## src/pkg/charger_status_regs.svh

```systemverilog
`ifndef CHARGER_STATUS_REGS_SVH
`define CHARGER_STATUS_REGS_SVH

// register byte offsets on the wishbone slave
`define CSR_CTRL_OFS 8'h00
`define CSR_FAULT_OFS 8'h04
`define CSR_CHANGE_OFS 8'h08
`define CSR_LIVE_OFS 8'h0c

// control register fields
`define CTRL_OVP_SEL_LSB 0
`define CTRL_BOOST_EN_BIT 2
`define CTRL_VDPM_MASK_BIT 3
`define CTRL_IDPM_MASK_BIT 4
`define CTRL_OVP_SEL_RST 2'h3
`define CTRL_BOOST_EN_RST 1'h0
`define CTRL_MASK_RST 1'h0

// fault register fields
`define FAULT_BOOST_BIT 6
`define FAULT_CODE_LSB 4
`define FAULT_BAT_BIT 3

// status change fields, live loop bits in [1:0]
`define CHG_INPUT_BIT 6
`define CHG_CHARGE_BIT 5
`define CHG_SOURCE_BIT 4
`define CHG_VDPM_BIT 1
`define CHG_IDPM_BIT 0

// charge fault codes
`define CODE_NONE 2'h0
`define CODE_INPUT_OVP 2'h1
`define CODE_THERMAL 2'h2
`define CODE_TIMER 2'h3

// timing
`define CLK_KHZ 40000
`define INT_PULSE_US 256
`define BLINK_HZ 1
`define OC_LATCH_US 100

`endif

```

## src/pkg/charger_status_pkg.sv

```systemverilog
package charger_status_pkg;

	// accessory supply switch sequencing
	typedef enum logic [1:0]
	{
		APO_IDLE,
		APO_ADAPTER,
		APO_BOOST_WAIT,
		APO_BOOST
	} apo_state_t;

	typedef logic [1:0] fault_code_t;

endpackage

```

## src/rtl/charger_status_fault_reporting.sv

```systemverilog
`timescale 1ns/100ps
`include "charger_status_regs.svh"
// Overview of operation
// - input good needs all five input conditions
// - stat pin blinks 1 Hz during suspend
// - interrupt is one 256 us low pulse
// - input, source, charge, fault, top-off events interrupt
// - unmasked input regulation loop events interrupt
// - fault and change bits latch until read
// - no new pulse while latched bits pending, except unmasked loop events
// - adapter inserted: accessory ok when input valid
// - switch overcurrent or over 5.8 V drops ok
// - adapter removed: ok low before boost starts
// - boost: ok only within poor-to-overvoltage range
// - every boost exit cause drops accessory ok
// - selectable input overvoltage threshold, stops switching
// - input overvoltage sets code 01 and interrupts
// - safety timer expiry sets code 11, interrupts
// - system overvoltage stops switching, enables sink
// - boost overvoltage exits boost and flags fault
// - boost overcurrent latches off, flags fault
// - thermal regulation reduces current, halves timer
// - thermal shutdown at 150, recover at 130
// - boost enable cleared hot during boost, re-set below 145
// - battery overvoltage stops switching, flags fault
module charger_status_fault_reporting
	import charger_status_pkg::*;
#(
	parameter int INT_PULSE_CYCLES = (`INT_PULSE_US * `CLK_KHZ + 999) / 1000,
	parameter int BLINK_HALF_CYCLES = `CLK_KHZ * 1000 / (2 * `BLINK_HZ)
)
(
	input wire logic ref_clk_i,
	input wire logic rst_i,
	input wire logic wb_cyc_i,
	input wire logic wb_stb_i,
	input wire logic wb_we_i,
	input wire logic [7:0] wb_adr_i,
	input wire logic [3:0] wb_sel_i,
	input wire logic [31:0] wb_dat_i,
	output logic [31:0] wb_dat_o,
	output logic wb_ack_o,
	input wire logic vbus_above_uvlo_i,
	input wire logic vbus_above_bat_i,
	input wire logic [3:0] vac_above_ovp_i,
	input wire logic poor_source_ok_i,
	input wire logic source_detect_done_i,
	input wire logic source_identified_i,
	input wire logic charging_i,
	input wire logic charge_done_i,
	input wire logic topoff_running_i,
	input wire logic safety_timer_expired_i,
	input wire logic thermistor_fault_i,
	input wire logic sys_over_i,
	input wire logic accessory_supply_node_above_poor_i,
	input wire logic accessory_supply_node_above_bst_ovp_i,
	input wire logic blocking_switch_oc_i,
	input wire logic battery_depleted_i,
	input wire logic battery_switch_oc_i,
	input wire logic input_voltage_limit_loop_i,
	input wire logic input_current_limit_loop_i,
	input wire logic tj_above_110_i,
	input wire logic tj_above_150_i,
	input wire logic tj_below_130_i,
	input wire logic tj_below_145_i,
	input wire logic vbat_over_i,
	output logic stat_o,
	output logic stat_oe_o,
	output logic int_n_o,
	output logic accessory_power_ok_o,
	output logic switching_stop_o,
	output logic sys_discharge_en_o,
	output logic converter_off_o,
	output logic battery_switch_off_o,
	output logic boost_active_o,
	output logic charge_current_reduce_o,
	output logic termination_disable_o,
	output logic timer_half_rate_o
);

	localparam int SYNC_W = 27;
	localparam int PW = $clog2(INT_PULSE_CYCLES + 1);
	localparam int BW = $clog2(BLINK_HALF_CYCLES + 1);

	////////////////////////////////////////////////////////////////////////////
	// comparator synchronisers

	logic [SYNC_W-1:0] sync1_q;
	logic [SYNC_W-1:0] sync2_q;
	logic uvlo_ok, above_bat, poor_ok, det_done, src_id, chg, chg_done, topoff, tmr_exp, ntc_flt;
	logic sys_ovp, accessory_supply_node_poor, accessory_supply_node_ovp, blk_oc, bat_dep, bsw_oc, vdpm, idpm;
	logic t110, t150, t130, t145, bat_ovp;
	logic [3:0] vac_ovp;

	// comparators are asynchronous to the clock, so two flops each
	always_ff @(posedge ref_clk_i)
	begin
		sync1_q <= {vbus_above_uvlo_i, vbus_above_bat_i, vac_above_ovp_i, poor_source_ok_i,
			source_detect_done_i, source_identified_i, charging_i, charge_done_i, topoff_running_i,
			safety_timer_expired_i, thermistor_fault_i, sys_over_i, accessory_supply_node_above_poor_i,
			accessory_supply_node_above_bst_ovp_i, blocking_switch_oc_i, battery_depleted_i, battery_switch_oc_i,
			input_voltage_limit_loop_i, input_current_limit_loop_i, tj_above_110_i,
			tj_above_150_i, tj_below_130_i, tj_below_145_i, vbat_over_i};
		sync2_q <= sync1_q;
	end

	assign {uvlo_ok, above_bat, vac_ovp, poor_ok, det_done, src_id, chg, chg_done, topoff, tmr_exp,
		ntc_flt, sys_ovp, accessory_supply_node_poor, accessory_supply_node_ovp, blk_oc, bat_dep, bsw_oc, vdpm, idpm, t110, t150,
		t130, t145, bat_ovp} = sync2_q;

	////////////////////////////////////////////////////////////////////////////
	// wishbone slave and control register

	logic [1:0] ovp_sel_q;
	logic boost_en_q;
	logic vdpm_mask_q;
	logic idpm_mask_q;
	logic ack_q;
	logic [31:0] rdat_q;
	logic req, wr_ctrl, rd_fault, rd_change;
	logic [3:0] fault_hist_q;
	logic [2:0] change_hist_q;
	logic input_good, input_ovp, boost_run, shutdown_q, boost_latch_q, blink_q, suspend;
	apo_state_t state_q;

	assign req = wb_cyc_i && wb_stb_i && !ack_q;
	assign wr_ctrl = req && wb_we_i && wb_sel_i[0] && (wb_adr_i == `CSR_CTRL_OFS);
	// read-to-clear acts on the edge where the master takes the data
	assign rd_fault = ack_q && wb_cyc_i && wb_stb_i && !wb_we_i && (wb_adr_i == `CSR_FAULT_OFS);
	assign rd_change = ack_q && wb_cyc_i && wb_stb_i && !wb_we_i && (wb_adr_i == `CSR_CHANGE_OFS);
	assign wb_ack_o = ack_q;
	assign wb_dat_o = rdat_q;

	// one wait state; unmapped reads return zero, unmapped writes are dropped
	always_ff @(posedge ref_clk_i)
	begin
		if (rst_i)
		begin
			ack_q <= 1'b0;
			rdat_q <= 32'h0;
		end
		else
		begin
			ack_q <= req;
			if (req && !wb_we_i)
			begin
				case (wb_adr_i)
					`CSR_CTRL_OFS: rdat_q <= {27'h0, idpm_mask_q, vdpm_mask_q, boost_en_q, ovp_sel_q};
					`CSR_FAULT_OFS: rdat_q <= {25'h0, fault_hist_q, 3'h0};
					`CSR_CHANGE_OFS: rdat_q <= {25'h0, change_hist_q, 2'h0, vdpm, idpm};
					`CSR_LIVE_OFS: rdat_q <= {24'h0, t110, shutdown_q, boost_latch_q, blink_q,
						accessory_power_ok_o, boost_active_o, input_ovp, input_good};
					default: rdat_q <= 32'h0;
				endcase
			end
		end
	end

	// threshold select and loop masks
	always_ff @(posedge ref_clk_i)
	begin
		if (rst_i)
		begin
			ovp_sel_q <= `CTRL_OVP_SEL_RST;
			vdpm_mask_q <= `CTRL_MASK_RST;
			idpm_mask_q <= `CTRL_MASK_RST;
		end
		else if (wr_ctrl)
		begin
			ovp_sel_q <= wb_dat_i[`CTRL_OVP_SEL_LSB +: 2];
			vdpm_mask_q <= wb_dat_i[`CTRL_VDPM_MASK_BIT];
			idpm_mask_q <= wb_dat_i[`CTRL_IDPM_MASK_BIT];
		end
	end

	// hardware clear beats a host write so a hot or overvoltage boost cannot be re-armed
	always_ff @(posedge ref_clk_i)
	begin
		if (rst_i)
			boost_en_q <= `CTRL_BOOST_EN_RST;
		else if (state_q == APO_BOOST && (accessory_supply_node_ovp || t150))
			boost_en_q <= 1'b0;
		else if (wr_ctrl)
			boost_en_q <= wb_dat_i[`CTRL_BOOST_EN_BIT] && t145;
	end

	////////////////////////////////////////////////////////////////////////////
	// input qualification and protections

	assign input_ovp = vac_ovp[ovp_sel_q];
	assign input_good = uvlo_ok && above_bat && !input_ovp && poor_ok && det_done;
	assign boost_run = boost_en_q && !uvlo_ok && !boost_latch_q && !input_ovp && !ntc_flt
		&& !bat_dep && !t150;

	// thermal shutdown with hysteresis down to 130
	always_ff @(posedge ref_clk_i)
	begin
		if (rst_i)
			shutdown_q <= 1'b0;
		else if (t150)
			shutdown_q <= 1'b1;
		else if (t130)
			shutdown_q <= 1'b0;
	end

	// boost overcurrent latch; synchroniser delay keeps it far inside 100 us
	always_ff @(posedge ref_clk_i)
	begin
		if (rst_i)
			boost_latch_q <= 1'b0;
		else if (state_q == APO_BOOST && bsw_oc)
			boost_latch_q <= 1'b1;
		else if (wr_ctrl)
			boost_latch_q <= 1'b0;
	end

	// power stage controls; regulator stays on and no high impedance during overvoltage
	always_ff @(posedge ref_clk_i)
	begin
		if (rst_i)
		begin
			switching_stop_o <= 1'b0;
			sys_discharge_en_o <= 1'b0;
			converter_off_o <= 1'b0;
			battery_switch_off_o <= 1'b0;
			charge_current_reduce_o <= 1'b0;
			termination_disable_o <= 1'b0;
			timer_half_rate_o <= 1'b0;
		end
		else
		begin
			switching_stop_o <= input_ovp || sys_ovp || bat_ovp || (state_q == APO_BOOST && accessory_supply_node_ovp);
			sys_discharge_en_o <= sys_ovp;
			converter_off_o <= shutdown_q || t150;
			battery_switch_off_o <= shutdown_q || t150;
			charge_current_reduce_o <= t110;
			termination_disable_o <= t110;
			timer_half_rate_o <= t110;
		end
	end

	////////////////////////////////////////////////////////////////////////////
	// accessory supply switch

	apo_state_t state_d;

	// the wait state guarantees one low cycle between adapter and boost
	always_comb
	begin
		state_d = state_q;
		case (state_q)
			APO_IDLE:
				if (uvlo_ok)
					state_d = APO_ADAPTER;
				else if (boost_run)
					state_d = APO_BOOST_WAIT;
			APO_ADAPTER:
				if (!uvlo_ok)
					state_d = boost_run ? APO_BOOST_WAIT : APO_IDLE;
			APO_BOOST_WAIT:
				state_d = boost_run ? APO_BOOST : APO_IDLE;
			APO_BOOST:
				if (!boost_run || (accessory_supply_node_ovp))
					state_d = APO_IDLE;
			default:
				state_d = APO_IDLE;
		endcase
	end

	always_ff @(posedge ref_clk_i)
	begin
		if (rst_i)
		begin
			state_q <= APO_IDLE;
			accessory_power_ok_o <= 1'b0;
			boost_active_o <= 1'b0;
		end
		else
		begin
			state_q <= state_d;
			boost_active_o <= (state_d == APO_BOOST);
			case (state_d)
				APO_ADAPTER: accessory_power_ok_o <= above_bat && !input_ovp && poor_ok && !blk_oc && !accessory_supply_node_ovp;
				APO_BOOST: accessory_power_ok_o <= accessory_supply_node_poor && !accessory_supply_node_ovp;
				default: accessory_power_ok_o <= 1'b0;
			endcase
		end
	end

	////////////////////////////////////////////////////////////////////////////
	// stat pin

	logic [BW-1:0] blink_cnt_q;

	// free-running half-period divider for the 1 Hz blink
	always_ff @(posedge ref_clk_i)
	begin
		if (rst_i)
		begin
			blink_cnt_q <= '0;
			blink_q <= 1'b0;
		end
		else if (blink_cnt_q == BW'(BLINK_HALF_CYCLES - 1))
		begin
			blink_cnt_q <= '0;
			blink_q <= !blink_q;
		end
		else
			blink_cnt_q <= blink_cnt_q + 1'b1;
	end

	assign suspend = input_ovp || ntc_flt || tmr_exp || sys_ovp;
	assign stat_o = 1'b0; // open drain only ever pulls low

	always_ff @(posedge ref_clk_i)
	begin
		if (rst_i)
			stat_oe_o <= 1'b0;
		else if (suspend)
			stat_oe_o <= blink_q;
		else
			stat_oe_o <= chg && !chg_done && state_q != APO_BOOST;
	end

	////////////////////////////////////////////////////////////////////////////
	// latched fault and change registers

	logic [3:0] fault_now, fault_prev_q;
	logic good_q, srcid_q, done_q, topoff_q, vdpm_q, idpm_q;
	logic [2:0] change_evt;
	logic fault_evt, pending, boost_flt, vdpm_evt, fire;
	fault_code_t code_now;

	// lowest code wins when several causes overlap
	assign code_now = input_ovp ? `CODE_INPUT_OVP : ((shutdown_q || t150) ? `CODE_THERMAL :
		(tmr_exp ? `CODE_TIMER : `CODE_NONE));
	assign boost_flt = (state_q == APO_BOOST && (accessory_supply_node_ovp || bsw_oc)) || boost_latch_q;
	assign fault_now = {boost_flt, code_now, bat_ovp};
	assign fault_evt = |(fault_now & ~fault_prev_q);
	assign change_evt = {good_q != input_good, (chg_done && !done_q) || (topoff != topoff_q),
		src_id && !srcid_q};
	assign vdpm_evt = (vdpm && !vdpm_q && !vdpm_mask_q) || (idpm && !idpm_q && !idpm_mask_q);
	assign pending = (|fault_hist_q) || (|change_hist_q);
	assign fire = ((fault_evt || (|change_evt)) && !pending) || vdpm_evt;

	always_ff @(posedge ref_clk_i)
	begin
		if (rst_i)
		begin
			fault_prev_q <= 4'h0;
			{good_q, srcid_q, done_q, topoff_q, vdpm_q, idpm_q} <= 6'h0;
		end
		else
		begin
			fault_prev_q <= fault_now;
			{good_q, srcid_q, done_q, topoff_q, vdpm_q, idpm_q} <= {input_good, src_id, chg_done, topoff, vdpm, idpm};
		end
	end

	// a read reloads with present conditions, so an event on the clearing edge is not lost
	always_ff @(posedge ref_clk_i)
	begin
		if (rst_i)
		begin
			fault_hist_q <= 4'h0;
			change_hist_q <= 3'h0;
		end
		else
		begin
			if (rd_fault)
				fault_hist_q <= fault_now;
			else
			begin
				fault_hist_q[3] <= fault_hist_q[3] || fault_now[3];
				fault_hist_q[0] <= fault_hist_q[0] || fault_now[0];
				if (fault_hist_q[2:1] == `CODE_NONE)
					fault_hist_q[2:1] <= fault_now[2:1];
			end
			if (rd_change)
				change_hist_q <= change_evt;
			else
				change_hist_q <= change_hist_q | change_evt;
		end
	end

	////////////////////////////////////////////////////////////////////////////
	// interrupt pulse

	logic [PW-1:0] int_cnt_q;

	// a trigger during a running pulse is absorbed; the latched bits still tell the host
	always_ff @(posedge ref_clk_i)
	begin
		if (rst_i)
		begin
			int_cnt_q <= '0;
			int_n_o <= 1'b1;
		end
		else if (int_cnt_q != '0)
		begin
			int_cnt_q <= int_cnt_q - 1'b1;
			int_n_o <= (int_cnt_q == PW'(1));
		end
		else if (fire)
		begin
			int_cnt_q <= PW'(INT_PULSE_CYCLES);
			int_n_o <= 1'b0;
		end
	end

	////////////////////////////////////////////////////////////////////////////
	// checks

	logic [PW:0] low_len_q;

	always_ff @(posedge ref_clk_i)
	begin
		if (rst_i || int_n_o)
			low_len_q <= '0;
		else
			low_len_q <= low_len_q + 1'b1;
	end

	a_int_pulse_width: assert property (@(posedge ref_clk_i) disable iff (rst_i)
		$rose(int_n_o) |-> low_len_q == (PW + 1)'(INT_PULSE_CYCLES))
		else $error("interrupt pulse width wrong");
	a_input_good_cond: assert property (@(posedge ref_clk_i) disable iff (rst_i)
		input_good |-> (uvlo_ok && above_bat && poor_ok && det_done && !vac_ovp[ovp_sel_q]))
		else $error("input good without all conditions");
	a_stat_blinks: assert property (@(posedge ref_clk_i) disable iff (rst_i)
		suspend |=> stat_oe_o == $past(blink_q))
		else $error("stat pin not blinking in suspend");
	a_stat_charging: assert property (@(posedge ref_clk_i) disable iff (rst_i)
		(!suspend && chg && !chg_done && state_q != APO_BOOST) |=> stat_oe_o)
		else $error("stat pin not low while charging");
	a_pending_quiet: assert property (@(posedge ref_clk_i) disable iff (rst_i)
		(pending && int_n_o && !vdpm_evt) |=> int_n_o)
		else $error("interrupt while bits pending");
	a_masked_quiet: assert property (@(posedge ref_clk_i) disable iff (rst_i)
		(int_n_o && vdpm_mask_q && idpm_mask_q && !fault_evt && !(|change_evt)) |=> int_n_o)
		else $error("masked loop event interrupted");
	a_boost_gap: assert property (@(posedge ref_clk_i) disable iff (rst_i)
		(state_q == APO_ADAPTER && !uvlo_ok) |=> !accessory_power_ok_o ##1 !accessory_power_ok_o)
		else $error("accessory ok not low before boost");
	a_accessory_supply_node_over_off: assert property (@(posedge ref_clk_i) disable iff (rst_i)
		accessory_supply_node_ovp |=> !accessory_power_ok_o)
		else $error("accessory ok above overvoltage");
	a_boost_exit_off: assert property (@(posedge ref_clk_i) disable iff (rst_i)
		(state_q == APO_BOOST && !boost_run) |=> !accessory_power_ok_o && !boost_active_o)
		else $error("boost exit kept accessory ok");
	a_ovp_code: assert property (@(posedge ref_clk_i) disable iff (rst_i)
		(input_ovp && fault_hist_q[2:1] == `CODE_NONE && !rd_fault) |=> fault_hist_q[2:1] == `CODE_INPUT_OVP)
		else $error("overvoltage code not latched");
	a_system_overvoltage_react: assert property (@(posedge ref_clk_i) disable iff (rst_i)
		sys_ovp |=> switching_stop_o && sys_discharge_en_o)
		else $error("system overvoltage not handled");
	a_boost_en_clear: assert property (@(posedge ref_clk_i) disable iff (rst_i)
		(state_q == APO_BOOST && accessory_supply_node_ovp) |=> !boost_en_q && fault_hist_q[3])
		else $error("boost overvoltage not handled");
	a_oc_latch_off: assert property (@(posedge ref_clk_i) disable iff (rst_i)
		(state_q == APO_BOOST && bsw_oc) |-> ##[1:3] !boost_active_o)
		else $error("boost overcurrent not latched off");
	a_thermal_reg: assert property (@(posedge ref_clk_i) disable iff (rst_i)
		t110 |=> charge_current_reduce_o && timer_half_rate_o && termination_disable_o)
		else $error("thermal regulation not applied");
	a_shutdown_hold: assert property (@(posedge ref_clk_i) disable iff (rst_i)
		(shutdown_q && !t130) |=> converter_off_o && battery_switch_off_o)
		else $error("shutdown released early");
	a_battery_overvoltage_react: assert property (@(posedge ref_clk_i) disable iff (rst_i)
		(bat_ovp && !rd_fault) |=> switching_stop_o && fault_hist_q[0])
		else $error("battery overvoltage not handled");

endmodule

```

## config.mk

```make
export PLATFORM = sky130hd
export DESIGN_NAME = charger_status_fault_reporting
export DESIGN_NICKNAME = d
export VERILOG_FILES = /design/src/pkg/charger_status_pkg.sv /design/src/rtl/charger_status_fault_reporting.sv
export VERILOG_INCLUDE_DIRS = /design/src /design/src/pkg
export SDC_FILE = /design/constraint.sdc
export NUM_CORES = 1
export LEC_CHECK = 0
export BUFFER_PORTS_ARGS = -buffer_cell sky130_fd_sc_hd__buf_4
export CORE_ASPECT_RATIO = 0.5
export CORE_MARGIN = 1
export CORE_UTILIZATION = 45
export CTS_CLUSTER_DIAMETER = 120
export CTS_CLUSTER_SIZE = 20
export DETAILED_ROUTE_END_ITERATION = 8
export GPL_TIMING_DRIVEN = 0
export PLACE_DENSITY = 0.69
export SLEW_MARGIN = 25
export SYNTH_ARGS = -nofsm -noshare
export SYNTH_HDL_FRONTEND = slang
export SYNTH_SLANG_ARGS = --single-unit
export TNS_END_PERCENT = 1
```

## constraint.sdc

```tcl
create_clock -name ref_clk_i -period 4.93 [get_ports ref_clk_i]
set_clock_uncertainty 0.05 [all_clocks]
set_input_delay 0.986 -clock ref_clk_i [delete_from_list [all_inputs] [get_ports ref_clk_i]]
set_output_delay 0.986 -clock ref_clk_i [all_outputs]
set_load 0.01 [all_outputs]
```

# After elaboration in Yosys (flattened, before gate mapping)
# Cells that the tools add are included.
# Widths: inputs -> output; s select.
word_totals:
  input_bits: 76
  out_inout_bits: 45
  word_cells: 169
  regBits: 161
classes:
  n_mux: 26
  bitwise_logic: 3
  n_addsub: 2
  n_reduce_logical: 92
  order_cmp: 1
  n_eq_ne: 13
ops:
  columns: ["operator", "count"]
  rows:
  - ["$logic_and 1x1->1", 40]
  - ["$pmux 8 s4", 1]
  - ["$mux 14", 2]
  - ["$add 25x1->25 const B", 1]
  - ["$eq 25x25->1 const B", 1]
  - ["$logic_not 1->1", 20]
  - ["$mux 2", 10]
  - ["$logic_or 1x1->1", 18]
  - ["$eq 8x4->1 const B", 2]
  - ["$eq 14x1->1 const B", 1]
  - ["$reduce_bool 14->1", 1]
  - ["$sub 14x1->14 const B", 1]
  - ["$eq 8x3->1 const B", 1]
  - ["$logic_not 8->1", 1]
  - ["$mux 1", 8]
  - ["$pmux 2 s4", 1]
  - ["$reduce_bool 2->1", 4]
  - ["$reduce_or 4->1", 2]
  - ["$eq 2x2->1 const B", 3]
  - ["$reduce_or 3->1", 2]
  - ["$and 4x4->4", 1]
  - ["$eq 2x1->1 const B", 2]
  - ["$logic_not 2->1", 2]
  - ["$mux 4", 1]
  - ["9 further kinds", 11]

# Logic depth before layout (Yosys ltp)
depth:
  word_depth: 13
  depth_mapped: 8

# Worst setup path before layout
# OpenSTA, ideal clock, no wires.
synth_path:
  path_kind: "input -> register"
  from: "input port wb_adr_i[1]"
  to: "register boost_en_q"
  setup_time_ns: 0.132
  stages: 6
  path_buffers: 1
  arrival_ns: 2.543
  setup_slack_ns: 2.205
  path_cell_list: "or4_1 > or3_1 > or3_1 > buf_2 > mux2i_1 > nor3_1"
synth_between:
  elab_chain_cells: 2
synth_rtl:
  columns: ["element", "line", "source"]
  rows:
  - ["start, declared", "charger_status_fault_reporting.sv:38", "input wire logic [7:0] wb_adr_i,"]
  - ["$logic_not 8->1", null, null]
  - ["$logic_and 1x1->1", "charger_status_fault_reporting.sv:127", "assign wr_ctrl = req && wb_we_i && wb_sel_i[0] && (wb_adr_i == `CSR_CTRL_OFS);"]
  - ["end signal, assigned", "charger_status_fault_reporting.sv:180", "boost_en_q <= `CTRL_BOOST_EN_RST;"]
  - ["end signal, assigned", "charger_status_fault_reporting.sv:184", "boost_en_q <= wb_dat_i[`CTRL_BOOST_EN_BIT] && t145;"]
  - ["end, declared", "charger_status_fault_reporting.sv:115", "logic boost_en_q;"]
# No other way between the ends.
# A chain may end at the register's enable or synchronous reset.

# Worst setup path after layout
# Same ends and word-level chain as after synthesis.

==> flow_summary.ini <==
[place]
gp_congestion = 0.8543
post-place-ws_ps = 1979
dpl-instance-area_um2 = 5791
dp_cells = 731
io_buffer_count = 65
place_hpwl_um = 7389

[worst_setup_path]
r2r-start = int_cnt_q[1]
crit_start = wb_adr_i[1]
slowest_delay_ps = 520
crit_slowest_cell = or4_1
critPathBufInv = 2
path_class = in2reg
cp_common_cell = or3_1
cp_top_family = simple AND/OR/NAND/NOR gates
cp_data_arrival_time_ps = 2750
worstSetupEndpointType = flop
cp_max_fo = 6
crit_path_start_kind = input port
worstPathCellList = buf_4 > or4_1 > or3_1 > or3_1 > buf_2 > mux2i_1 > nor3_1
worst-endpoint-required_ps = 5140

[yosys]
synth_area_um2 = 5037
synth.ff_latch_count = 137
yosys.area.top_type = dfxtp_1
yosysTopAreaCellShare_pct = 54.45
synth.distinct_cells = 57
synth_edf_count = 0
syn_avg_cell_area_um2 = 10.03
yosys_warnings = 0
synth-seq-area-share_pct = 54.45
async_flop_share_pct = 0
syn-instance-count = 502
synth_ff_type = dfxtp_1
synth_area_leaders = dfxtp_1, nor2_1, buf_4

[final_layout]
diodes = 0
fin_util_pct = 60.57
drive_gt1_share_pct = 23.60
final_nets = 689
stdcell_area_um2 = 6384
stdcell_count = 763
area_delta_synth_final_pct = 26.73

[floorplan]
die_h_um = 76.82
io_pins = 121
initial_utilization_pct = 47.79
die_x_um = 151.6
core_area_um2 = 10540
die_area_um2 = 11650
rows = 26

[routing]
drt-wirelength-per-cell_um = 13.64
viasPerCell = 4.967
vias = 3790
remaining_drc_errors = 0
first_pass_iters = 4
ant_nets = 0
routed_wl_um = 10410
drt_iter0_drc = 174

[cts]
ctsHoldBuffers = 0
root_buffer = clkbuf_16
clock_sinks = 137
max-clock-path-buffers = 2
tritoncts = built
cts_resized = 0
cts_setup_buffers = 0
clock_latency_ps = 410
cts-htree-levels = 4
clk_pin_slew_worst_paths_ps = 60
cts_buffers = 17

[global_routing]
antenna_found_initial = 0
gr-total-overflow = 0
grt_max_degree = 17
grt_pass1_vias = 3655
grt_pass1_wl_um = 17350
grt_usage_pct = 19.38

[power_and_ir_drop]
p_per_area_nw_per_um2 = 463.3
peakVddDrop_mv = 0.2302
leakage_nw = 2.631

[sta]
setup_ws_ps = 2397
period_needed_ps = 2533
hold_viol = 0
fmax_mhz = 394.8
relSlewSlack_pct = 56.40
tns_ps = 0
drv_slew = 0
rsz0062_at_grt = false
setup_viol = 0
period_share_pct = 51.37
max_slew.worst_pin.slew_ps = 654.0

[worst_hold_path]
worstHoldStart = sync1_q[9]
hp-class = reg2reg

[flow_run]
drv_cap = 0

[run_status]
status = finished, final reports clean
## power breakdown
group	total [mW]	leakage (nW)	internal (mW)	switching (mW)
Clock	1.25	0.280	0.758	0.496
Sequential	1.27	1.13	1.19	0.0738
Combinational	0.438	1.22	0.213	0.225
Total	2.96	2.63	2.16	0.795
## metrics by stage
step | total power [mW] | hold slack [ps]
5_1_grt | 3.102 | 269.8
3_3_place_gp | 1.715 | 261.2
2_1_floorplan | 1.607 | 259.6
3_5_place_dp | 1.723 | 262.1
6_report | 2.957 | 275.8
4_1_cts | 2.979 | 271.0
## layer usage
| metal | up-vias | track usage [%] | wire (µm) | part of all wire (%) |
|---|---|---|---|---|
| li1 | 1927 | - | - | - |
| met1 | 1776 | 24.85 | 4974 | 48 |
| met2 | 81 | 31.10 | 4873 | 47 |
| met3 | 6 | 4.643 | 496 | 4.8 |
| met4 | 0 | 8.218 | 61 | 0.59 |
| met5 | - | 0 | 0 | 0 |
## path summary, 6_finish.rpt
check	slack, ps	to	cells after the start
setup / recovery	2400	boost_en_q	7
hold / removal	280	sync2_q[9]	0
setup reg to reg	2560	int_cnt_q[13]	7
hold reg to reg	280	sync2_q[9]	0
## placed cells by master, fill, tap and decap left out, types with 5 or more instances in the layout
master     instances
a21oi_1           13
a22oi_1            7
and3_1             6
buf_2              5
buf_4             93
clkbuf_1          11
clkbuf_16         17
conb_1            25
dfxtp_1          137
inv_1              8
inv_6              5
mux2i_1           10
nand2_1           31
nand3_1           13
nand4_1           11
nor2_1            64
nor2b_1           14
nor3_1            16
nor3b_1            6
nor4_1            15
or2_2              5
or3_1              8
or4_1              6
xnor2_1           23
xor2_1             7
## layout make-up
| cell class | instances | area, µm² |
|---|---|---|
| Tap cell | 140 | 175.2 |
| Buffer | 46 | 299.0 |
| Fill cell | 902 | 4156 |
| Clock inverter | 14 | 163.9 |
| Multi-Input combinational cell | 335 | 2056 |
| Sequential cell | 137 | 2743 |
| Clock buffer | 18 | 429.2 |
| Inverter | 8 | 30.03 |
| Timing Repair Buffer | 65 | 488.0 |
## worst register-to-register path: stages, from the launching register on
cell     delay, ps
dfxtp_1        350
inv_1          150
ha_1           250
nor3b_1        320
nand4_1        300
nor3_1         380
a41oi_1        210
a32o_1         250
## cells by family (layout without fill, tap and decap cells)
kind of cell | count (synthesis) | after routing | synth area share [%]
simple gates | 215 | 215 | 22.88
buf+inv | 54 | 151 | 6.532
other cells | 1 | 25 | 0.07444
flops | 137 | 137 | 54.45
fa+ha+maj | 3 | 3 | 0.7452
compound gates | 47 | 47 | 6.557
mux | 15 | 15 | 3.552
xor+xnor | 30 | 30 | 5.216
## registers in the layout, indices dropped and copies added (netlist names), 2 cells and up
name,cells
fault_prev_q,4
sync2_q,27
wb_dat_o,8
sync1_q,27
change_hist_q,3
ovp_sel_q,2
state_q,2
blink_cnt_q,25
int_cnt_q,14
fault_hist_q,4
## synthesized netlist by cell type, types with 5 or more instances
library cell,count
inv_1,8
buf_2,5
or2_2,5
nor2_1,64
nor3_1,16
xor2_1,7
mux2i_1,10
or4_1,6
nand3_1,13
nand2_1,31
nand4_1,11
dfxtp_1,137
nor2b_1,14
and3_1,6
nor4_1,15
or3_1,8
clkbuf_1,10
a21oi_1,13
xnor2_1,23
nor3b_1,6
a22oi_1,7
buf_4,28
No activity file was read; power rests on OpenSTA's default activity.
